$ cat config.mk
export PLATFORM = sky130hd
export DESIGN_NAME = add_shift_datapath
export DESIGN_NICKNAME = d
export VERILOG_FILES = /design/src/alu_pkg.sv /design/src/add_shift_datapath.sv /design/src/byte_alu.sv
export VERILOG_INCLUDE_DIRS = /design/src /design/src/src
export SDC_FILE = /design/constraint.sdc
export NUM_CORES = 1
export LEC_CHECK = 0
export BUFFER_PORTS_ARGS = -buffer_cell sky130_fd_sc_hd__buf_4
export CORE_UTILIZATION = 47
export CTS_CLUSTER_DIAMETER = 60
export CTS_CLUSTER_SIZE = 40
export DETAILED_ROUTE_END_ITERATION = 6
export PLACE_DENSITY = 0.72
export RECOVER_POWER = 25
export SLEW_MARGIN = 20
export SYNTH_ARGS = -nofsm -noshare
export SYNTH_HDL_FRONTEND = slang
export SYNTH_SLANG_ARGS = --single-unit
$ cat constraint.sdc
create_clock -name clk -period 5.1 [get_ports clk]
set_clock_uncertainty 0.1 [all_clocks]
set_input_delay 1.02 -clock clk [delete_from_list [all_inputs] [get_ports clk]]
set_output_delay 1.02 -clock clk [all_outputs]
set_load 0.02 [all_outputs]
$ cat src/alu_cfg.svh
/*
 constants for the add and shift datapath: opcode fields, flag positions, reset values.
 assumes inclusion by bare name from the datapath files.
*/
`ifndef ALU_CFG_SVH
`define ALU_CFG_SVH
`define ALU_OPC_ADDLIT 6'h3e
`define ALU_OPC_ANDLIT 6'h39
`define ALU_OPC_PTROFS 7'h62
`define ALU_OPC_ADDF 6'h07
`define ALU_OPC_ADDFC 6'h3d
`define ALU_OPC_ANDF 6'h05
`define ALU_OPC_ARITH_SHIFT_RIGHT_OP 6'h37
`define ALU_IND_ADDR0 7'h00
`define ALU_IND_ADDR1 7'h01
`define ALU_ACC_RST 8'h00
`define ALU_PTR_RST 16'h0000
`define ALU_FLAGS_RST 3'h0
`define ALU_FLAG_C 2
`define ALU_FLAG_DC 1
`define ALU_FLAG_Z 0
`endif

$ cat src/alu_pkg.sv
/*
 types shared by the add and shift datapath.
 assumes a 14-bit instruction word presented one per cycle.
*/
package alu_pkg;
    typedef enum logic [2:0] {op_none, op_add, op_addc, op_and, op_asr, op_ptr} alu_op_e;
    typedef struct packed {
        logic c;
        logic dc;
        logic z;
    } flags_s;
    typedef struct packed {
        logic [7:0] value;
        flags_s flags;
    } alu_result_s;
    typedef struct packed {
        logic we;
        logic [6:0] addr;
        logic [7:0] data;
    } file_wr_s;
endpackage : alu_pkg

$ cat src/add_shift_datapath.sv
/*
 execution datapath for add, and, shift and pointer offset instructions.
 assumes the core presents one instruction per cycle with instr_valid, supplies the
 addressed file register on file_rdata combinationally, and honours stall.
 the core keeps instr and file_rdata steady through a stall cycle; a word offered
 while stall is high is dropped. undecoded words finish nothing and raise no done.
*/
// Notes on behaviour
// RULE1: pointer offset adds sign-extended 6-bit literal to pointer 0 or 1, flags untouched.
// RULE2: pointer sum kept at 16 bits, wrapping modulo 65536.
// RULE3: acc plus literal adds 8-bit immediate into accumulator, updating C, DC, Z.
// RULE4: acc plus file adds accumulator and file register 0..127, updating C, DC, Z.
// RULE5: destination bit 0 writes accumulator, 1 writes back the file register.
// RULE6: add with carry sums accumulator, file register and carry flag.
// RULE7: acc and literal ANDs immediate into accumulator, only zero flag changes.
// RULE8: acc and file ANDs, routes by destination bit, only zero flag changes.
// RULE9: shift right moves file bit 0 into carry, updates carry and zero.
// RULE10: shift right keeps original bit 7 as result bit 7.
// RULE11: zero set on zero result; digit carry is carry out of bit 3.
// RULE12: acc plus literal decoded from upper six bits 111110, one cycle.
// RULE13: pointer offset decoded from 1100010, pointer bit, 6-bit literal, one cycle.
// RULE14: acc and literal decoded from upper six bits 111001.
// RULE15: file op on indirect port costs one extra cycle when pointer MSb set.
`timescale 1ns/1ps
`default_nettype none
`include "alu_cfg.svh"
module add_shift_datapath
    import alu_pkg::*;
(
    // clock and reset
    input wire logic clk,
    input wire logic sys_rst,
    // instruction
    input wire logic instr_valid,
    input wire logic [13:0] instr,
    // file register read data
    input wire logic [7:0] file_rdata,
    // file register write and core status
    output file_wr_s file_wr,
    output logic [7:0] accumulator,
    output flags_s flags,
    output logic [15:0] indirect_pointer_0,
    output logic [15:0] indirect_pointer_1,
    output logic stall,
    output logic done
);
    typedef enum logic {st_run, st_extra} phase_e;

    typedef struct packed {
        phase_e phase;
        logic [7:0] acc;
        flags_s flags;
        logic [15:0] ptr0;
        logic [15:0] ptr1;
        file_wr_s wr;
        logic stall;
        logic done;
        logic [13:0] held;
    } state_s;

    state_s state, next_state;
    alu_op_e op;
    logic [7:0] operand_b;
    logic is_file;
    logic dest_file;
    logic [6:0] faddr;
    logic [15:0] ofs;
    logic [13:0] word;
    logic extra_needed;
    alu_result_s res;

    // one flag per opcode; the codes never overlap, so their order is free
    logic live;
    logic hit_add_lit;
    logic hit_and_lit;
    logic hit_ptr_ofs;
    logic hit_add_file;
    logic hit_addc_file;
    logic hit_and_file;
    logic hit_asr_file;
    logic to_file;

    // indirect port test and pointer sum
    logic ind_sel0;
    logic ind_sel1;
    logic [15:0] ptr_base;
    logic [16:0] ptr_sum;

    always_comb begin
        word = (state.phase == st_extra) ? state.held : instr;
        // during the extra cycle the held word runs and the offered one is ignored
        live = instr_valid || (state.phase == st_extra);
        op = op_none;
        operand_b = word[7:0];
        dest_file = word[7];
        faddr = word[6:0];
        // RULE1 sign extension of literal
        ofs = {{10{word[5]}}, word[5:0]};
        // RULE12 add literal decode
        hit_add_lit = live && (word[13:8] == `ALU_OPC_ADDLIT);
        // RULE14 and literal decode
        hit_and_lit = live && (word[13:8] == `ALU_OPC_ANDLIT);
        // RULE13 pointer offset decode
        hit_ptr_ofs = live && (word[13:7] == `ALU_OPC_PTROFS);
        // RULE4 add file decode
        hit_add_file = live && (word[13:8] == `ALU_OPC_ADDF);
        // RULE6 add with carry decode
        hit_addc_file = live && (word[13:8] == `ALU_OPC_ADDFC);
        // RULE8 and file decode
        hit_and_file = live && (word[13:8] == `ALU_OPC_ANDF);
        // RULE9 shift right decode
        hit_asr_file = live && (word[13:8] == `ALU_OPC_ARITH_SHIFT_RIGHT_OP);
        is_file = hit_add_file || hit_addc_file || hit_and_file || hit_asr_file;
        if (hit_add_lit || hit_add_file) begin
            op = op_add;
        end
        else if (hit_addc_file) begin
            op = op_addc;
        end
        else if (hit_and_lit || hit_and_file) begin
            op = op_and;
        end
        else if (hit_asr_file) begin
            op = op_asr;
        end
        else if (hit_ptr_ofs) begin
            op = op_ptr;
        end
        // file data replaces the literal byte only for file operations
        if (is_file) begin
            operand_b = file_rdata;
        end
        // RULE5 destination bit only counts for file operations
        to_file = is_file && dest_file;
        // RULE15 indirect port with pointer MSb
        ind_sel0 = (faddr == `ALU_IND_ADDR0) && state.ptr0[15];
        ind_sel1 = (faddr == `ALU_IND_ADDR1) && state.ptr1[15];
        extra_needed = is_file && (state.phase == st_run) && (ind_sel0 || ind_sel1);
        // RULE2 carry out of bit 15 is dropped on purpose
        ptr_base = word[6] ? state.ptr1 : state.ptr0;
        ptr_sum = {1'b0, ptr_base} + {1'b0, ofs};
    end

    byte_alu i_byte_alu (
        .op(op),
        .a(state.acc),
        .b(operand_b),
        .flags_in(state.flags),
        .result(res)
    );

    always_comb begin
        next_state = state;
        next_state.wr.we = 1'b0;
        next_state.done = 1'b0;
        next_state.stall = 1'b0;
        next_state.phase = st_run;
        if (extra_needed) begin
            // RULE15 hold for one extra cycle
            next_state.phase = st_extra;
            next_state.held = word;
            next_state.stall = 1'b1;
        end
        else if (op == op_ptr) begin
            // RULE2 16-bit wrapping sum
            // RULE1 flags left alone here
            if (word[6]) begin
                next_state.ptr1 = ptr_sum[15:0];
            end
            else begin
                next_state.ptr0 = ptr_sum[15:0];
            end
            next_state.done = 1'b1;
        end
        else if (op != op_none) begin
            // RULE3 RULE7 literal ops target accumulator
            // RULE11 flags from the unit, unaffected ones pass through
            next_state.flags.c = res.flags.c;
            next_state.flags.dc = res.flags.dc;
            next_state.flags.z = res.flags.z;
            next_state.done = 1'b1;
            // RULE5 destination select
            if (to_file) begin
                next_state.wr.we = 1'b1;
                next_state.wr.addr = faddr;
                next_state.wr.data = res.value;
            end
            else begin
                next_state.acc = res.value;
            end
        end
        if (sys_rst) begin
            // reset values spelled out for every field the core reads
            next_state = '0;
            next_state.phase = st_run;
            next_state.acc = `ALU_ACC_RST;
            next_state.flags = `ALU_FLAGS_RST;
            next_state.ptr0 = `ALU_PTR_RST;
            next_state.ptr1 = `ALU_PTR_RST;
            next_state.wr.we = 1'b0;
            next_state.stall = 1'b0;
            next_state.done = 1'b0;
        end
    end

    // reset folded into next_state, so one flop process serves all state
    always_ff @(posedge clk) begin
        state <= next_state;
    end

    // outputs are the registered state; nothing combinational leaks out
    always_comb begin
        file_wr = state.wr;
        accumulator = state.acc;
        flags = state.flags;
        indirect_pointer_0 = state.ptr0;
        indirect_pointer_1 = state.ptr1;
        stall = state.stall;
        done = state.done;
    end
endmodule : add_shift_datapath
`default_nettype wire

$ cat src/byte_alu.sv
/*
 combinational 8-bit unit: add with optional carry in, and, arithmetic shift right.
 assumes operands are stable within the cycle; has no state.
*/
`timescale 1ns/1ps
`default_nettype none
module byte_alu
    import alu_pkg::*;
(
    // operation and operands
    input wire alu_op_e op,
    input wire logic [7:0] a,
    input wire logic [7:0] b,
    input wire flags_s flags_in,
    // result
    output alu_result_s result
);
    logic [8:0] sum;
    logic [4:0] low_sum;
    logic cin;

    always_comb begin
        cin = (op == op_addc) ? flags_in.c : 1'b0;
        sum = {1'b0, a} + {1'b0, b} + {8'h00, cin};
        low_sum = {1'b0, a[3:0]} + {1'b0, b[3:0]} + {4'h0, cin};
        result.flags = flags_in;
        result.value = a;
        unique case (op)
            op_add, op_addc: begin
                // RULE6 carry in summed
                result.value = sum[7:0];
                result.flags.c = sum[8];
                // RULE11 digit carry from bit 3
                result.flags.dc = low_sum[4];
                result.flags.z = (sum[7:0] == 8'h00);
            end
            op_and: begin
                // RULE8 only zero changes
                result.value = a & b;
                result.flags.z = ((a & b) == 8'h00);
            end
            op_asr: begin
                // RULE10 sign bit kept
                result.value = {b[7], b[7:1]};
                // RULE9 bit 0 to carry
                result.flags.c = b[0];
                // RULE11 zero on null result
                result.flags.z = ({b[7], b[7:1]} == 8'h00);
            end
            op_none, op_ptr: begin
                result.value = a;
            end
        endcase
    end
endmodule : byte_alu
`default_nettype wire

==> results.md <==
- Endpoint of the worst-slack reg-to-reg timing path: flags[0]
- Clock latency on the worst-skew pair: 0.36 ns
- Primary FF master, synth: dfxtp_1
- Number of antenna violations at the first check in global routing: 0
- Remaining antenna violation count: 0
- Cell taking the most area after synthesis: dfxtp_1
- Cell area after synthesis: 0.00516 sq mm
- Power density over the cells: 220 mW/mm^2
- Die extent in y: 107 um
- Count of boundary I/O pins: 86
- Finished Layout Cells: 799
- Cts-stage hold buffer count: 0
- Overflow left after global routing: 0
- Arrival time of the worst setup path: 4.50 ns
- Setup slack at placement: 0.471 ns
- Cell Count Post-Placement: 783
- Placement row count: 37
- Max-slew violations: 0
- Leading post-synthesis cells by cell area: dfxtp_1, buf_4, nand2_1
- Tightest slew margin relative to the limit: 0.345
- Clock buffer depth: 2
- Number of detailed-routing iterations run before antenna repair: 5
- Maximum fanout along the worst path: 23
- Syn nets: 693
- Synth-to-layout area growth: 6.16%
- Cells traversed along the worst timing path: mux2i_2 > nand3_2 > nand2_2 > mux2i_1 > fa_1 > inv_1 > fa_1 > nand3_1 > nand2_1 > xnor2_1 > and4b_1 > nand3_1 > or4_1 > a311oi_2
- Worst r2r path cells: 14
- Core area: 0.0105 sq mm
- Die area: 0.0114 sq mm
- TritonCTS clock tree: built
- Number of failing setup endpoints in the final timing report: 0
- Post-synth top area share: 0.291
- Startpoint kind of the worst setup timing path: flop
- Fraction of synthesis flops using an asynchronous set or reset pin: 0
- Worst Hold Endpoint: state[4]
- Number of cells produced by synthesis: 642
- Distinct cells, synth: 73
- Count of maximum capacitance violations: 0
- Overall global routing resource usage: 0.230
- Number of clock sinks: 75
- Reported leakage power: 2.17 nW
- #FFs+latches synth: 75
- Transition time at the pin with the least slew margin: 0.979 ns
- Vias per cell: 5.57
- Die W: 107 um
- Number of enable-type register cells in the synthesized netlist: 0
- Kind of capture point of the worst setup path: flop
- Setup slack of the most critical reg-to-reg path: 0.76 ns
- Hold WS: 0.372 ns
- Placer congestion estimate: 0.903
- Final setup margin: 0.765 ns
- H-tree depth reported by CTS: 3
- Post-layout net count: 709
- Critical setup path kind: flop to flop
- Data required time at the worst endpoint: 5.27 ns
- Detailed Route WL: 12,900 um
- ANT cells: 0
- Worst-path cell with the longest stage delay: dfxtp_1
- List of most frequent post-synthesis cells: nand2_1, dfxtp_1, buf_4, a21oi_1, nor2_1
- Count of cells along the worst hold path: 1
- Clock Pin Slew Worst Setup and Hold Paths: 0.08 ns
- Global-route wire length before repair: 20,600 um
- Delay of the slowest cell on the worst path: 0.85 ns
- Final-report hold violation count: 0
- Setup TNS: 0 ns
- Initial Util: 0.493
- Sum of net half-perimeters after detailed placement: 9480 um
- Average footprint of a synthesized cell: 8.04 sq um
- Post-DR wirelength/cell: 16.1 um
- Worst-case vdd ir drop: 111 uV
- Share of the clock period used by the worst path after layout: 0.850
- Post-synthesis sequential area ratio: 0.291
- Startpoint of the worst register-to-register path: stall
- Remaining routing DRC violations: 0
- Hold Startpoint: state[4]
- Number of buffers created by CTS: 9
- Post CTS Setup Buffer Count: 0
- Cell class contributing the biggest share of worst-path delay: simple AND/OR/NAND/NOR gates
- Unrepaired setup endpoints after global routing: false
- Post_cts resized: 0
- Ratio of cells with drive above 1 in the final layout: 0.154
- Count of buffers from port buffering: 85
- Class of the worst hold path: flop to flop
- Max Fclk: 231 MHz
- Final critical-path required period: 4.34 ns
- Cell chosen for the clock root: clkbuf_8
- Top-count cell post-synth: nand2_1
- Yosys warning total: 0
- Status: completed
- Vias in the first global route: 4,021
- Via count: 4,447
- CP Buf/Inv Count: 1
- Violation count after the first detailed-routing iteration: 282
- Maximum number of pins on one net before global-route repair: 77
registers in the layout (all words and copies together), names as in the netlist:
register and count:
indirect_pointer_1 16, state 14, stall 1, flags 3, accumulator 8, indirect_pointer_0 16, done 1, file_wr 16
logic make-up (layout without fill, tap and decap cells):
logic type | Yosys count | count (layout) | share of synthesized area
xor gates and xnor gates | 16 | 16 | 0.0272
adders and majority gates | 26 | 26 | 0.0674
muxes | 22 | 22 | 0.0516
buffers and inverters | 102 | 123 | 0.130
AOI/OAI and AO/OA | 147 | 147 | 0.200
DFF | 75 | 75 | 0.291
and+or+nand+nor | 254 | 254 | 0.232
where the power goes:
group          internal [mW]  switching, mW  leakage (nW)  total (mW)
Clock                  0.226          0.236        0.0927       0.462
Sequential             0.589        0.00436         0.605       0.594
Combinational         0.0592         0.0911          1.48       0.150
worst register-to-register path, delay by kind of cell (launching register included):
| kind | cells | cell delay (ns) |
|---|---|---|
| simple gates | 7 | 1.30 |
| flops | 1 | 0.85 |
| mux | 2 | 0.83 |
| fa+ha+maj | 2 | 0.69 |
| compound gates | 1 | 0.23 |
| xor+xnor | 1 | 0.17 |
| buf+inv | 1 | 0.07 |
final cells by class:
cell class                      instances  area, sq um
Clock inverter                          6         63.8
Clock buffer                           10          128
Multi-Input combinational cell        465         2990
Sequential cell                        75         1500
Fill cell                            1048         4980
Tap cell                              136          170
Timing Repair Buffer                   93          571
Inverter                               14         52.6
worst max path at each step:
stage                  start                      to  slack [ns]  depth (start not counted)
floorplan           instr[9]                flags[0]        0.89                         15
global placement    instr[9]                flags[0]        0.67                         16
detailed placement  instr[9]                flags[0]        0.47                         16
CTS                    stall  indirect_pointer_0[14]        0.76                         10
global route           stall                flags[0]        0.47                         13
finish                 stall                flags[0]        0.76                         14
stage by stage:
stage | power [mW] | area (sq um) | utilization
final | 1.21 | 5480 | 0.524
after global routing | 1.26 | 5480 | 0.524
after CTS | 1.21 | 5600 | 0.536
after detailed placement | 0.758 | 5410 | 0.517
after global placement | 0.756 | 5410 | 0.517
after floorplan | 0.711 | 5160 | -
placed cells by master (no fill, tap or decap), types with 3 or more instances in the layout:
cell      instances
nor2_1           54
nand2b_1          9
o21a_1            3
clkbuf_1         35
xor2_1            4
inv_1            14
fa_1              3
a21o_1            5
or4_1             3
nand2_1         116
dfxtp_1          75
o31ai_1           3
and2_1            8
nand3b_1          8
o21ai_0          17
mux2i_1          10
nor4_1            4
buf_4            59
a21oi_1          55
nand3_1          17
mux2_2            6
nor3_1           10
o211ai_1          4
xnor2_1          12
ha_1             23
clkbuf_8          9
nand4b_1          3
nor2b_1           5
a211oi_1         24
nand4_1           4
per-layer routing:
metal  global-route usage  up-vias  share of wire
li1                     -     2228              -
met2                0.352      144           0.44
met5                    0        -              0
met4               0.0773        0          0.017
met3               0.0322       19          0.053
met1                0.330     2056           0.49
No activity file was read; power rests on OpenSTA's default activity.
